`src/lvd_pkg.sv`:
```
// constants of the supply drop detector control block
// assumes an 8-bit cpu data bus with 16-bit addresses
package lvd_pkg;
    localparam logic [15:0] ADDR_CTRL = 16'hffbe;
    localparam logic [15:0] ADDR_LEVEL = 16'hffbf;
    localparam logic [15:0] ADDR_IRQ_REQ = 16'hffe0;
    localparam logic [15:0] ADDR_IRQ_MASK = 16'hffe4;
    localparam logic [15:0] ADDR_RESET_CAUSE = 16'hffa8;
    localparam int BIT_CMP_EN = 7;
    localparam int BIT_REF_EN = 4;
    localparam int BIT_RESP_SEL = 1;
    localparam int BIT_FLAG = 0;
    localparam int BIT_IRQ = 0;
    localparam int BIT_CAUSE = 0;
    localparam logic [7:0] RESET_BYTE = 8'h00;
    localparam logic [2:0] LEVEL_RESET = 3'h0;
    localparam logic [2:0] LEVEL_FORBIDDEN = 3'h7;
    localparam logic [2:0] LEVEL_PON_LOW = 3'h4;
    localparam logic MASK_RESET = 1'b1;
    // software settling waits, for driver code only
    localparam int CLK_MHZ = 40;
    localparam int REF_WAIT_US = 2000;
    localparam int CMP_WAIT_US = 200;
    localparam int REF_WAIT_CYC = REF_WAIT_US * CLK_MHZ;
    localparam int CMP_WAIT_CYC = CMP_WAIT_US * CLK_MHZ;
endpackage : lvd_pkg

```
`src/lvd_sync_if.sv`:
```
// carrier between the top and the comparator synchroniser
// assumes both ends run on mclk
`timescale 1ns/1ps
interface lvd_sync_if;
    logic raw;
    logic synced;
    modport sync (input raw, output synced);
    modport user (output raw, input synced);
endinterface : lvd_sync_if

```
`src/lvd_sync.sv`:
```
// two-stage synchroniser for the asynchronous comparator output
// assumes raw may change at any time
`timescale 1ns/1ps
module lvd_sync (
    // clock and reset
    input wire logic mclk,
    input wire logic rst,
    // carrier
    lvd_sync_if.sync port_if
);
    logic stage1;
    logic stage2;

    always_ff @(posedge mclk or posedge rst) begin
        if (rst) begin
            stage1 <= 1'b0;
            stage2 <= 1'b0;
        end else begin
            stage1 <= port_if.raw;
            stage2 <= stage1;
        end
    end

    assign port_if.synced = stage2;
endmodule : lvd_sync

```
`src/lvd_ctrl.sv`:
```
// control logic of the on-chip supply drop detector
// assumes the cpu makes one-cycle read and write strobes on mclk,
// the comparator output is asynchronous, other reset sources are on mclk
`timescale 1ns/1ps

module lvd_ctrl import lvd_pkg::*; #(
    parameter bit PON_FITTED = 1'b0,
    parameter bit PON_HIGH = 1'b0
) (
    // clock and reset
    input wire logic mclk,
    input wire logic rst,
    // cpu register port
    input wire logic [15:0] bus_addr,
    input wire logic [7:0] bus_wdata,
    input wire logic bus_wr,
    input wire logic bus_bit_wr,
    input wire logic [2:0] bus_bit_idx,
    input wire logic bus_rd,
    output logic [7:0] bus_rdata,
    // other reset sources
    input wire logic other_reset,
    input wire logic pon_reset,
    // analog detector
    input wire logic cmp_below_raw,
    output logic [2:0] level_code,
    output logic ref_gen_enable,
    output logic cmp_enable,
    // system outputs
    output logic undervoltage_irq,
    output logic lvd_reset_out
);
    logic comparator_enable;
    logic reference_enable;
    logic response_select;
    logic irq_request;
    logic irq_mask;
    logic reset_cause;
    logic irq_src_q;

    ////////////////////////////////////////////////////////////////////
    // comparator synchroniser

    lvd_sync_if sync_if ();
    assign sync_if.raw = cmp_below_raw;
    lvd_sync u_sync (
        .mclk(mclk),
        .rst(rst),
        .port_if(sync_if)
    );

    ////////////////////////////////////////////////////////////////////
    // decode

    wire sel_ctrl = bus_addr == ADDR_CTRL;
    wire sel_level = bus_addr == ADDR_LEVEL;
    wire sel_req = bus_addr == ADDR_IRQ_REQ;
    wire sel_mask = bus_addr == ADDR_IRQ_MASK;
    wire sel_cause = bus_addr == ADDR_RESET_CAUSE;
    // a bit write carries its value in bus_wdata[0]
    wire [7:0] bit_onehot = 8'h01 << bus_bit_idx;
    wire [7:0] ctrl_now = {comparator_enable, 2'b00, reference_enable,
                           2'b00, response_select, 1'b0};
    wire [7:0] bit_merge = bus_wdata[0] ? (ctrl_now | bit_onehot)
                                        : (ctrl_now & ~bit_onehot);
    wire ctrl_we = sel_ctrl && (bus_wr || bus_bit_wr);
    wire [7:0] ctrl_wval = bus_wr ? bus_wdata : bit_merge;
    wire level_we = sel_level && bus_wr
                    && bus_wdata[2:0] != LEVEL_FORBIDDEN;
    wire bit0_wr = bus_bit_wr && bus_bit_idx == 3'h0;
    wire req_we = sel_req && (bus_wr || bit0_wr);
    wire mask_we = sel_mask && (bus_wr || bit0_wr);
    wire cause_rd = sel_cause && bus_rd;
    // control bits clear on any reset except the detector's own
    wire ctrl_clear = other_reset || pon_reset;

    ////////////////////////////////////////////////////////////////////
    // detection

    wire flag = sync_if.synced && comparator_enable;
    wire irq_src = flag && !response_select;
    wire next_lvd_reset = flag && response_select;
    wire irq_set = irq_src && !irq_src_q;
    wire pon_masks = PON_FITTED && PON_HIGH
                     && level_code >= LEVEL_PON_LOW;

    ////////////////////////////////////////////////////////////////////
    // registers

    always_ff @(posedge mclk or posedge rst) begin
        if (rst) begin
            comparator_enable <= 1'b0;
            reference_enable <= 1'b0;
            response_select <= 1'b0;
        end else if (ctrl_clear) begin
            comparator_enable <= 1'b0;
            reference_enable <= 1'b0;
            response_select <= 1'b0;
        end else if (ctrl_we) begin
            comparator_enable <= ctrl_wval[BIT_CMP_EN];
            reference_enable <= ctrl_wval[BIT_REF_EN];
            response_select <= ctrl_wval[BIT_RESP_SEL];
        end
    end

    always_ff @(posedge mclk or posedge rst) begin
        if (rst) begin
            level_code <= LEVEL_RESET;
            irq_mask <= MASK_RESET;
        end else begin
            if (level_we)
                level_code <= bus_wdata[2:0];
            if (mask_we)
                irq_mask <= bus_wdata[0];
        end
    end

    // set wins over a clear in the same cycle
    always_ff @(posedge mclk or posedge rst) begin
        if (rst) begin
            irq_src_q <= 1'b0;
            irq_request <= 1'b0;
            reset_cause <= 1'b0;
        end else begin
            irq_src_q <= irq_src;
            irq_request <= irq_set || (req_we ? bus_wdata[0] : irq_request);
            if (lvd_reset_out)
                reset_cause <= 1'b1;
            else if (pon_reset || cause_rd)
                reset_cause <= 1'b0;
        end
    end

    ////////////////////////////////////////////////////////////////////
    // outputs and read port

    wire [7:0] rd_ctrl = ctrl_now | {7'h00, flag};
    wire [7:0] rd_mux = sel_ctrl ? rd_ctrl :
                        sel_level ? {5'h00, level_code} :
                        sel_req ? {7'h00, irq_request} :
                        sel_mask ? {7'h00, irq_mask} :
                        sel_cause ? {7'h00, reset_cause} : RESET_BYTE;

    always_ff @(posedge mclk or posedge rst) begin
        if (rst) begin
            bus_rdata <= RESET_BYTE;
            ref_gen_enable <= PON_FITTED;
            cmp_enable <= 1'b0;
            undervoltage_irq <= 1'b0;
            lvd_reset_out <= 1'b0;
        end else begin
            bus_rdata <= bus_rd ? rd_mux : RESET_BYTE;
            ref_gen_enable <= PON_FITTED || reference_enable;
            cmp_enable <= comparator_enable;
            undervoltage_irq <= irq_request && !irq_mask;
            lvd_reset_out <= next_lvd_reset && !(pon_masks && pon_reset);
        end
    end
endmodule : lvd_ctrl

```
`config.mk`:
```
export PLATFORM = sky130hd
export DESIGN_NAME = lvd_ctrl
export DESIGN_NICKNAME = d
export VERILOG_FILES = /design/src/lvd_pkg.sv /design/src/lvd_sync_if.sv /design/src/lvd_sync.sv /design/src/lvd_ctrl.sv
export SDC_FILE = /design/constraint.sdc
export NUM_CORES = 1
export LEC_CHECK = 0
export BUFFER_PORTS_ARGS = -buffer_cell sky130_fd_sc_hd__buf_2
export CAP_MARGIN = 20
export CORE_UTILIZATION = 40
export CTS_CLUSTER_DIAMETER = 80
export DETAILED_ROUTE_END_ITERATION = 8
export HOLD_SLACK_MARGIN = 0.08
export PLACE_DENSITY = 0.7
export RECOVER_POWER = 50
export SYNTH_ARGS = -nofsm -noshare
export SYNTH_HDL_FRONTEND = slang
export SYNTH_SLANG_ARGS = --single-unit
export TNS_END_PERCENT = 30
```
`constraint.sdc`:
```
create_clock -name mclk -period 1.4 [get_ports mclk]
set_input_delay 0.28 -clock mclk [delete_from_list [all_inputs] [get_ports mclk]]
set_output_delay 0.28 -clock mclk [all_outputs]
set_load 0.005 [all_outputs]
```
==> impl_metrics.csv, run 1 <==
group,metric,value,unit
cts,cts_tree,"built",
setup_path,cp-start-kind,"primary input",
setup_path,timing.rr.start,"reference_enable",
sta,finalMaxSlewViolations,0,
cts,cts.repair_timing.setup_buffer_count,0,
placed_design,io_buffers,43,
setup_path,worstPathArrival,1.54,ns
cts,numCtsBuffers,3,
floorplan,core_region_area,2522,sq um
sta,max_freq,747.0,MHz
logic_synthesis,ys_seq_area_share,48.34,%
layout,layout.nets,221,
cts,cts_buffer_depth,2,
floorplan,start_util,43.20,%
worst_hold_path,hp-class,"primary input to register",
layout,drive_gt1_share,42.16,%
sta,fin_skew,0.006298,ns
logic_synthesis,synth-main-ff-cell,"dfrtp_1",
detailed_routing,vias,1100,
logic_synthesis,yosysWarningCount,0,
pwr,total_power,1.082,mW
grt,grt_max_degree,14,
setup_path,crit_buf_inv,2,
pwr,switching_power,272.7,uW
layout,area_delta_synth_final,42.48,%
sta,finalWorstSetupSlack,0.06135,ns
logic_synthesis,ys_async_sr_fraction,100.0,%
layout,fillers,245,
detailed_routing,drt-total-wl,2967,um
logic_synthesis,synth_edf_count,0,
setup_path,worstPathRequired,1.61,ns
placed_design,hpwl,2346,um
placed_design,gp_congestion,0.8441,
sta,finalCritPeriodShare,95.62,%
detailed_routing,drc,0,
placed_design,preCtsSetupSlack,-0.2966,ns
status,status,"complete, no violations",
detailed_routing,first_iter_violations,17,
grt,gr-total-overflow,0,
setup_path,cp_slowest_cell,"or3_1",
setup_path,r2r_cells,4,
layout,final_area,1553,sq um
setup_path,endpoint_kind,"register",
setup_path,cp_top_family,"simple AND/OR/NAND/NOR gates",
sta,hold_viol,0,
sta,grt_setup_unrepaired,"yes",
logic_synthesis,netlist.area_leader.share,45.92,%
logic_synthesis,synth_area_per_cell,9.395,sq um
floorplan,io_pins,50,
logic_synthesis,syn_area,1090,sq um
layout,diodes,0,
job,drv_cap,0,
grt,antenna_found_initial,0,
setup_path,startpoint,"bus_bit_idx[1]",
sta,final.setup.tns,0,ns
detailed_routing,firstDrtPassIters,4,
floorplan,die_h,54.20,um
logic_synthesis,synth_cells,116,
setup_path,critical_path_depth,6,
worst_hold_path,min_from,"bus_wdata[2]",
floorplan,die_area,2937,sq um
pwr,seqPwrFrac,56.4,%
logic_synthesis,yosysTopAreaCell,"dfrtp_1",
pwr,combPwrFrac,15.9,%
sta,finalSetupViolCount,0,
cts,clk_pin_slew,0.12,ns
sta,fin_crit,1.339,ns
worst_hold_path,hold-path-cell-count,3,
setup_path,crit_chain,"buf_2, buf_4, nor4b_2, nor2_1, or3_1, o311ai_1",
logic_synthesis,ys_seq_elements,21,
pwr,leakagePower,0.7774,nW
grt,grt_pass1_wl,4781,um
pwr,p_per_area,696.9,nW/um^2
detailed_routing,routedWlPerCell,13.80,um
pwr,internal-power,809.5,uW
pwr,p_clk_share,27.7,%
setup_path,critPathKind,"primary input to register",
detailed_routing,via_per_inst,5.116,
sta,hold_ws,0.2202,ns
grt,grt_pass1_vias,1098,
grt,grtUsageTotal,23.04,%
worst_hold_path,whs_endpoint,"level_code[2]",
setup_path,r2r-end,"reference_enable",
setup_path,worstPathMaxFanout,4,
cts,ctsRootBufferMaster,"clkbuf_4",
logic_synthesis,synthTopCellsByArea,"dfrtp_1 46%, a21oi_1 5.1%, nor2_1 3.4%",
setup_path,max_stage_delay,0.37,ns
pwr,ir_drop,0.5902,mV
pwr,switching_share,25.20,%
floorplan,dieWidth,54.20,um
setup_path,ff2ff_setup_slack,0.12,ns
cts,cts_sinks,21,
cts,insertion_delay,0.31,ns
logic_synthesis,yosysUniqueCellTypes,37,
cts,cts-htree-levels,1,
placed_design,place_area,1493,sq um
floorplan,placement_rows,18,
detailed_routing,ant_nets,0,
layer usage:
| metal | wire (um) | up-vias | GRT usage, % | part of all wire (%) |
|---|---|---|---|---|
| li1 | - | 553 | - | - |
| met1 | 1313 | 505 | 28.72 | 44 |
| met2 | 1469 | 36 | 39.02 | 50 |
| met3 | 146 | 6 | 5.932 | 4.9 |
| met4 | 36 | 0 | 5.983 | 1.2 |
| met5 | 0 | - | 0 | 0 |
repair_timing:
item | in CTS | in global routing
endpoints found under the hold margin | 8 | 0
hold buffers | 2 | 0
endpoints found under the setup margin | 1 | 3
pin swaps | 0 | 2
resized for setup | 1 | 4
power by group through the flow:
stage	combinational [mW]	clock (mW)	sequential (mW)
finish	0.172	0.299	0.610
global route	0.191	0.330	0.611
CTS	0.169	0.300	0.611
detailed placement	0.164	0	0.622
global placement	0.158	0	0.622
floorplan	0.0640	0	0.622
cell usage in the layout (no fill, tap or decap), types with 3 or more instances in the layout:
master    instances
or3_1             3
nor2b_1           6
nand2_1           7
nor2_1           10
a31oi_1           3
clkbuf_1          3
buf_4            22
nand3_1           3
dfrtp_1          20
nor3b_1           3
buf_2            43
o21ai_0           4
inv_1             7
clkbuf_4          3
conb_1            3
a21oi_1          10
area by class of cell:
| cell class | instances | area [sq um] | share of cell area (%) |
|---|---|---|---|
| Timing Repair Buffer | 70 | 412.9 | 26.59 |
| Multi-Input combinational cell | 83 | 523.0 | 33.68 |
| Clock buffer | 4 | 26.28 | 1.692 |
| Tap cell | 30 | 37.54 | 2.417 |
| Inverter | 7 | 26.28 | 1.692 |
| Sequential cell | 21 | 526.8 | 33.92 |
per-stage QoR:
stage | utilization [%] | cells
after floorplan | - | 118
after global placement | 59.18 | 209
after detailed placement | 59.18 | 209
after CTS | 61.21 | 215
after global routing | 61.56 | 215
final | 61.56 | 215
Yosys cell counts, drive strengths merged (3+ instances only):
library cell  number
nand2              7
o21ai              4
nor3b              4
clkbuf             3
a21oi             11
nor2              10
dfrtp             20
or3                4
nor2b              6
inv                7
buf                4
a31oi              3
nand3              3
cells by family after synthesis:
| kind of cell | synth area share [%] |
|---|---|
| multiplexers | 2.985 |
| AND/OR/NAND/NOR | 25.60 |
| buffers and inverters | 6.544 |
| AO/OA/AOI/OAI | 16.19 |
| other | 0.3441 |
| flip-flops | 48.34 |
worst max-delay path by stage:
stage	end	slack, ns
floorplan	irq_request	-0.16
global placement	reference_enable	-0.27
detailed placement	reference_enable	-0.30
CTS	reference_enable	0.03
global route	irq_request	-0.02
finish	irq_request	0.06
flip-flops by register name, summed over array words and instances (netlist names):
register,flops
irq_src_q,1
irq_request,1
response_select,1
cmp_enable,1
reference_enable,1
level_code,3
irq_mask,1
comparator_enable,1
ref_gen_enable,1
reset_cause,1
u_sync.port_if.synced,1
u_sync.stage1,1
bus_rdata,5
lvd_reset_out,1
undervoltage_irq,1
tightest hold or removal path: stages:
cell and delay, ns:
buf_2 0.12, inv_1 0.05, a21oi_1 0.05
(Power assumes the default switching activity.)
==> inputs of run 2 (changes only) <==
--- a/config.mk
+++ b/config.mk
@@ -11,7 +11,7 @@
 export CTS_CLUSTER_DIAMETER = 80
 export DETAILED_ROUTE_END_ITERATION = 8
 export HOLD_SLACK_MARGIN = 0.08
-export PLACE_DENSITY = 0.7
+export PLACE_DENSITY_LB_ADDON = 0.2
 export RECOVER_POWER = 50
 export SYNTH_ARGS = -nofsm -noshare
 export SYNTH_HDL_FRONTEND = slang
==> run 2 against run 1 <==
First-iteration DRC count is 24% higher. Total power is 1.5% lower. Combinational power hardly changed. Routed wire length is 3.8% lower. Sequential power hardly changed. Flip-flop and latch count stayed put. Count of clock-buffer cells in the layout stayed put. Critical path depth is 1 lower. Final cell count is 2.3% lower. Clock power is 4% lower.
==> impl_metrics.csv, run 2 (synthesized netlist as in run 1, its figures left out) <==
group,metric,value,unit
grt,antenna_found_initial,0,
sta,tightest_slew,0.5277,ns
grt,gr-total-overflow,0,
floorplan,die_h,54.20,um
layout,final_cell_mix,"43 x buf_2, 20 x dfrtp_1, 17 x buf_4, 10 x a21oi_1, 10 x nor2_1",
status,status,"complete, no violations",
placed_design,hpwl,2199,um
layout,mostFrequentLayoutCell,"buf_2",
pwr,p_per_area,680.8,nW/um^2
grt,grtUsageTotal,21.40,%
placed_design,dp.cells,204,
detailed_routing,drc,0,
floorplan,die_area,2937,sq um
layout,seq_area,526.8,sq um
sta,hold_viol,0,
layout,fillers,218,
layout,largest_register_ff_count,5,
cts,cts_tree,"built",
setup_path,cp-start-kind,"primary input",
detailed_routing,drt-total-wl,2853,um
cts,ctsRootBufferMaster,"clkbuf_4",
cts,cts-htree-levels,1,
cts,cts_buffer_depth,2,
pwr,ir_drop,0.5742,mV
setup_path,critPathKind,"primary input to register",
setup_path,worstPathMaxFanout,10,
cts,numCtsBuffers,3,
grt,grt_pass1_vias,991,
detailed_routing,first_iter_violations,21,
placed_design,preCtsSetupSlack,-0.4086,ns
cts,clk_pin_slew,0.11,ns
layout,layout.nets,216,
detailed_routing,routedWlPerCell,13.59,um
layout,top_regs,"bus_rdata x5, level_code x3",
sta,hold_ws,0.2325,ns
sta,fin_skew,0.004613,ns
grt,grt_pass1_wl,4347,um
sta,grt_setup_unrepaired,"yes",
floorplan,placement_rows,18,
layout,multi_input_comb_area,570.5,sq um
pwr,leakagePower,0.7737,nW
job,drv_cap,0,
layout,top_register,"bus_rdata",
floorplan,core_region_area,2522,sq um
grt,grt_max_degree,22,
layout,diodes,0,
detailed_routing,vias,1099,
cts,cts_sinks,21,
layout,area_delta_synth_final,43.74,%
setup_path,worstPathRequired,1.60,ns
placed_design,io_buffers,43,
sta,finalCritPeriodShare,97.89,%
floorplan,start_util,43.20,%
cts,insertion_delay,0.30,ns
layout,drive_gt1_share,44.44,%
layout,final_cells,210,
worst_hold_path,hp-class,"primary input to register",
sta,finalSetupViolCount,0,
detailed_routing,ant_nets,0,
pwr,total_power,1.066,mW
placed_design,gp_congestion,0.9216,
sta,fin_crit,1.371,ns
detailed_routing,via_per_inst,5.233,
setup_path,endpoint_kind,"register",
sta,finalMaxSlewViolations,0,
sta,slew_headroom,64.82,%
sta,finalWorstSetupSlack,0.02948,ns
sta,max_freq,729.7,MHz
setup_path,worstPathArrival,1.57,ns
floorplan,dieWidth,54.20,um
detailed_routing,firstDrtPassIters,4,
floorplan,io_pins,50,
==> run 2: cell type report <==
class,count,share of cell area (%)
Multi-Input combinational cell,83,36.42
Sequential cell,21,33.63
Timing Repair Buffer,65,24.20
Tap cell,30,2.396
Clock buffer,4,1.677
Inverter,7,1.677
==> run 2: worst max-delay path: stages <==
cell      delay, ns
buf_2          0.08
nand4_1        0.11
or3_4          0.46
or3_4          0.37
o311ai_2       0.28
==> run 2: stage by stage <==
| stage | utilization (%) | TNS [ns] | instance area, sq um |
|---|---|---|---|
| 2_1_floorplan | - | -0.5631 | 1097 |
| 3_3_place_gp | 57.69 | -1.434 | 1455 |
| 3_5_place_dp | 57.69 | -1.725 | 1455 |
| 4_1_cts | 60.32 | 0 | 1521 |
| 5_1_grt | 62.10 | -0.02423 | 1567 |
| 6_report | 62.10 | 0 | 1567 |
==> run 2: per-layer routing <==
metal,share of wire (%),up-vias,GRT usage [%]
met5,0,-,0
met4,1.3,0,10.68
met3,6.3,8,4.237
met2,51,41,36.59
met1,41,511,25.18
li1,-,539,-
==> run 2: worst paths after layout <==
path	start	end	slack [ns]	depth (start not counted)
worst min-delay path	bus_wdata[2]	level_code[2]	0.23	3
worst max-delay path	bus_addr[11]	irq_request	0.03	5
worst max register to register	reference_enable	reference_enable	0.11	4
max in group asynchronous	rst	irq_mask	0.41	4
worst min register to register	u_sync.stage1	u_sync.port_if.synced	0.36	0
min in group asynchronous	rst	level_code[2]	0.63	4
==> run 2: what timing repair did <==
action / 4_1_cts / 5_1_grt
hold endpoints to repair: 21 / 0
hold buffers: 2 / 0
resized for setup: 3 / 9
buffers inserted: 0 / 0
endpoints found under the setup margin: 3 / 3
pin swaps: 0 / 2
==> run 2: where the power goes <==
group          total, mW  internal (mW)  switching [mW]
clock              0.287          0.111           0.176
sequential         0.610          0.609         0.00103
combinational      0.169         0.0846          0.0846
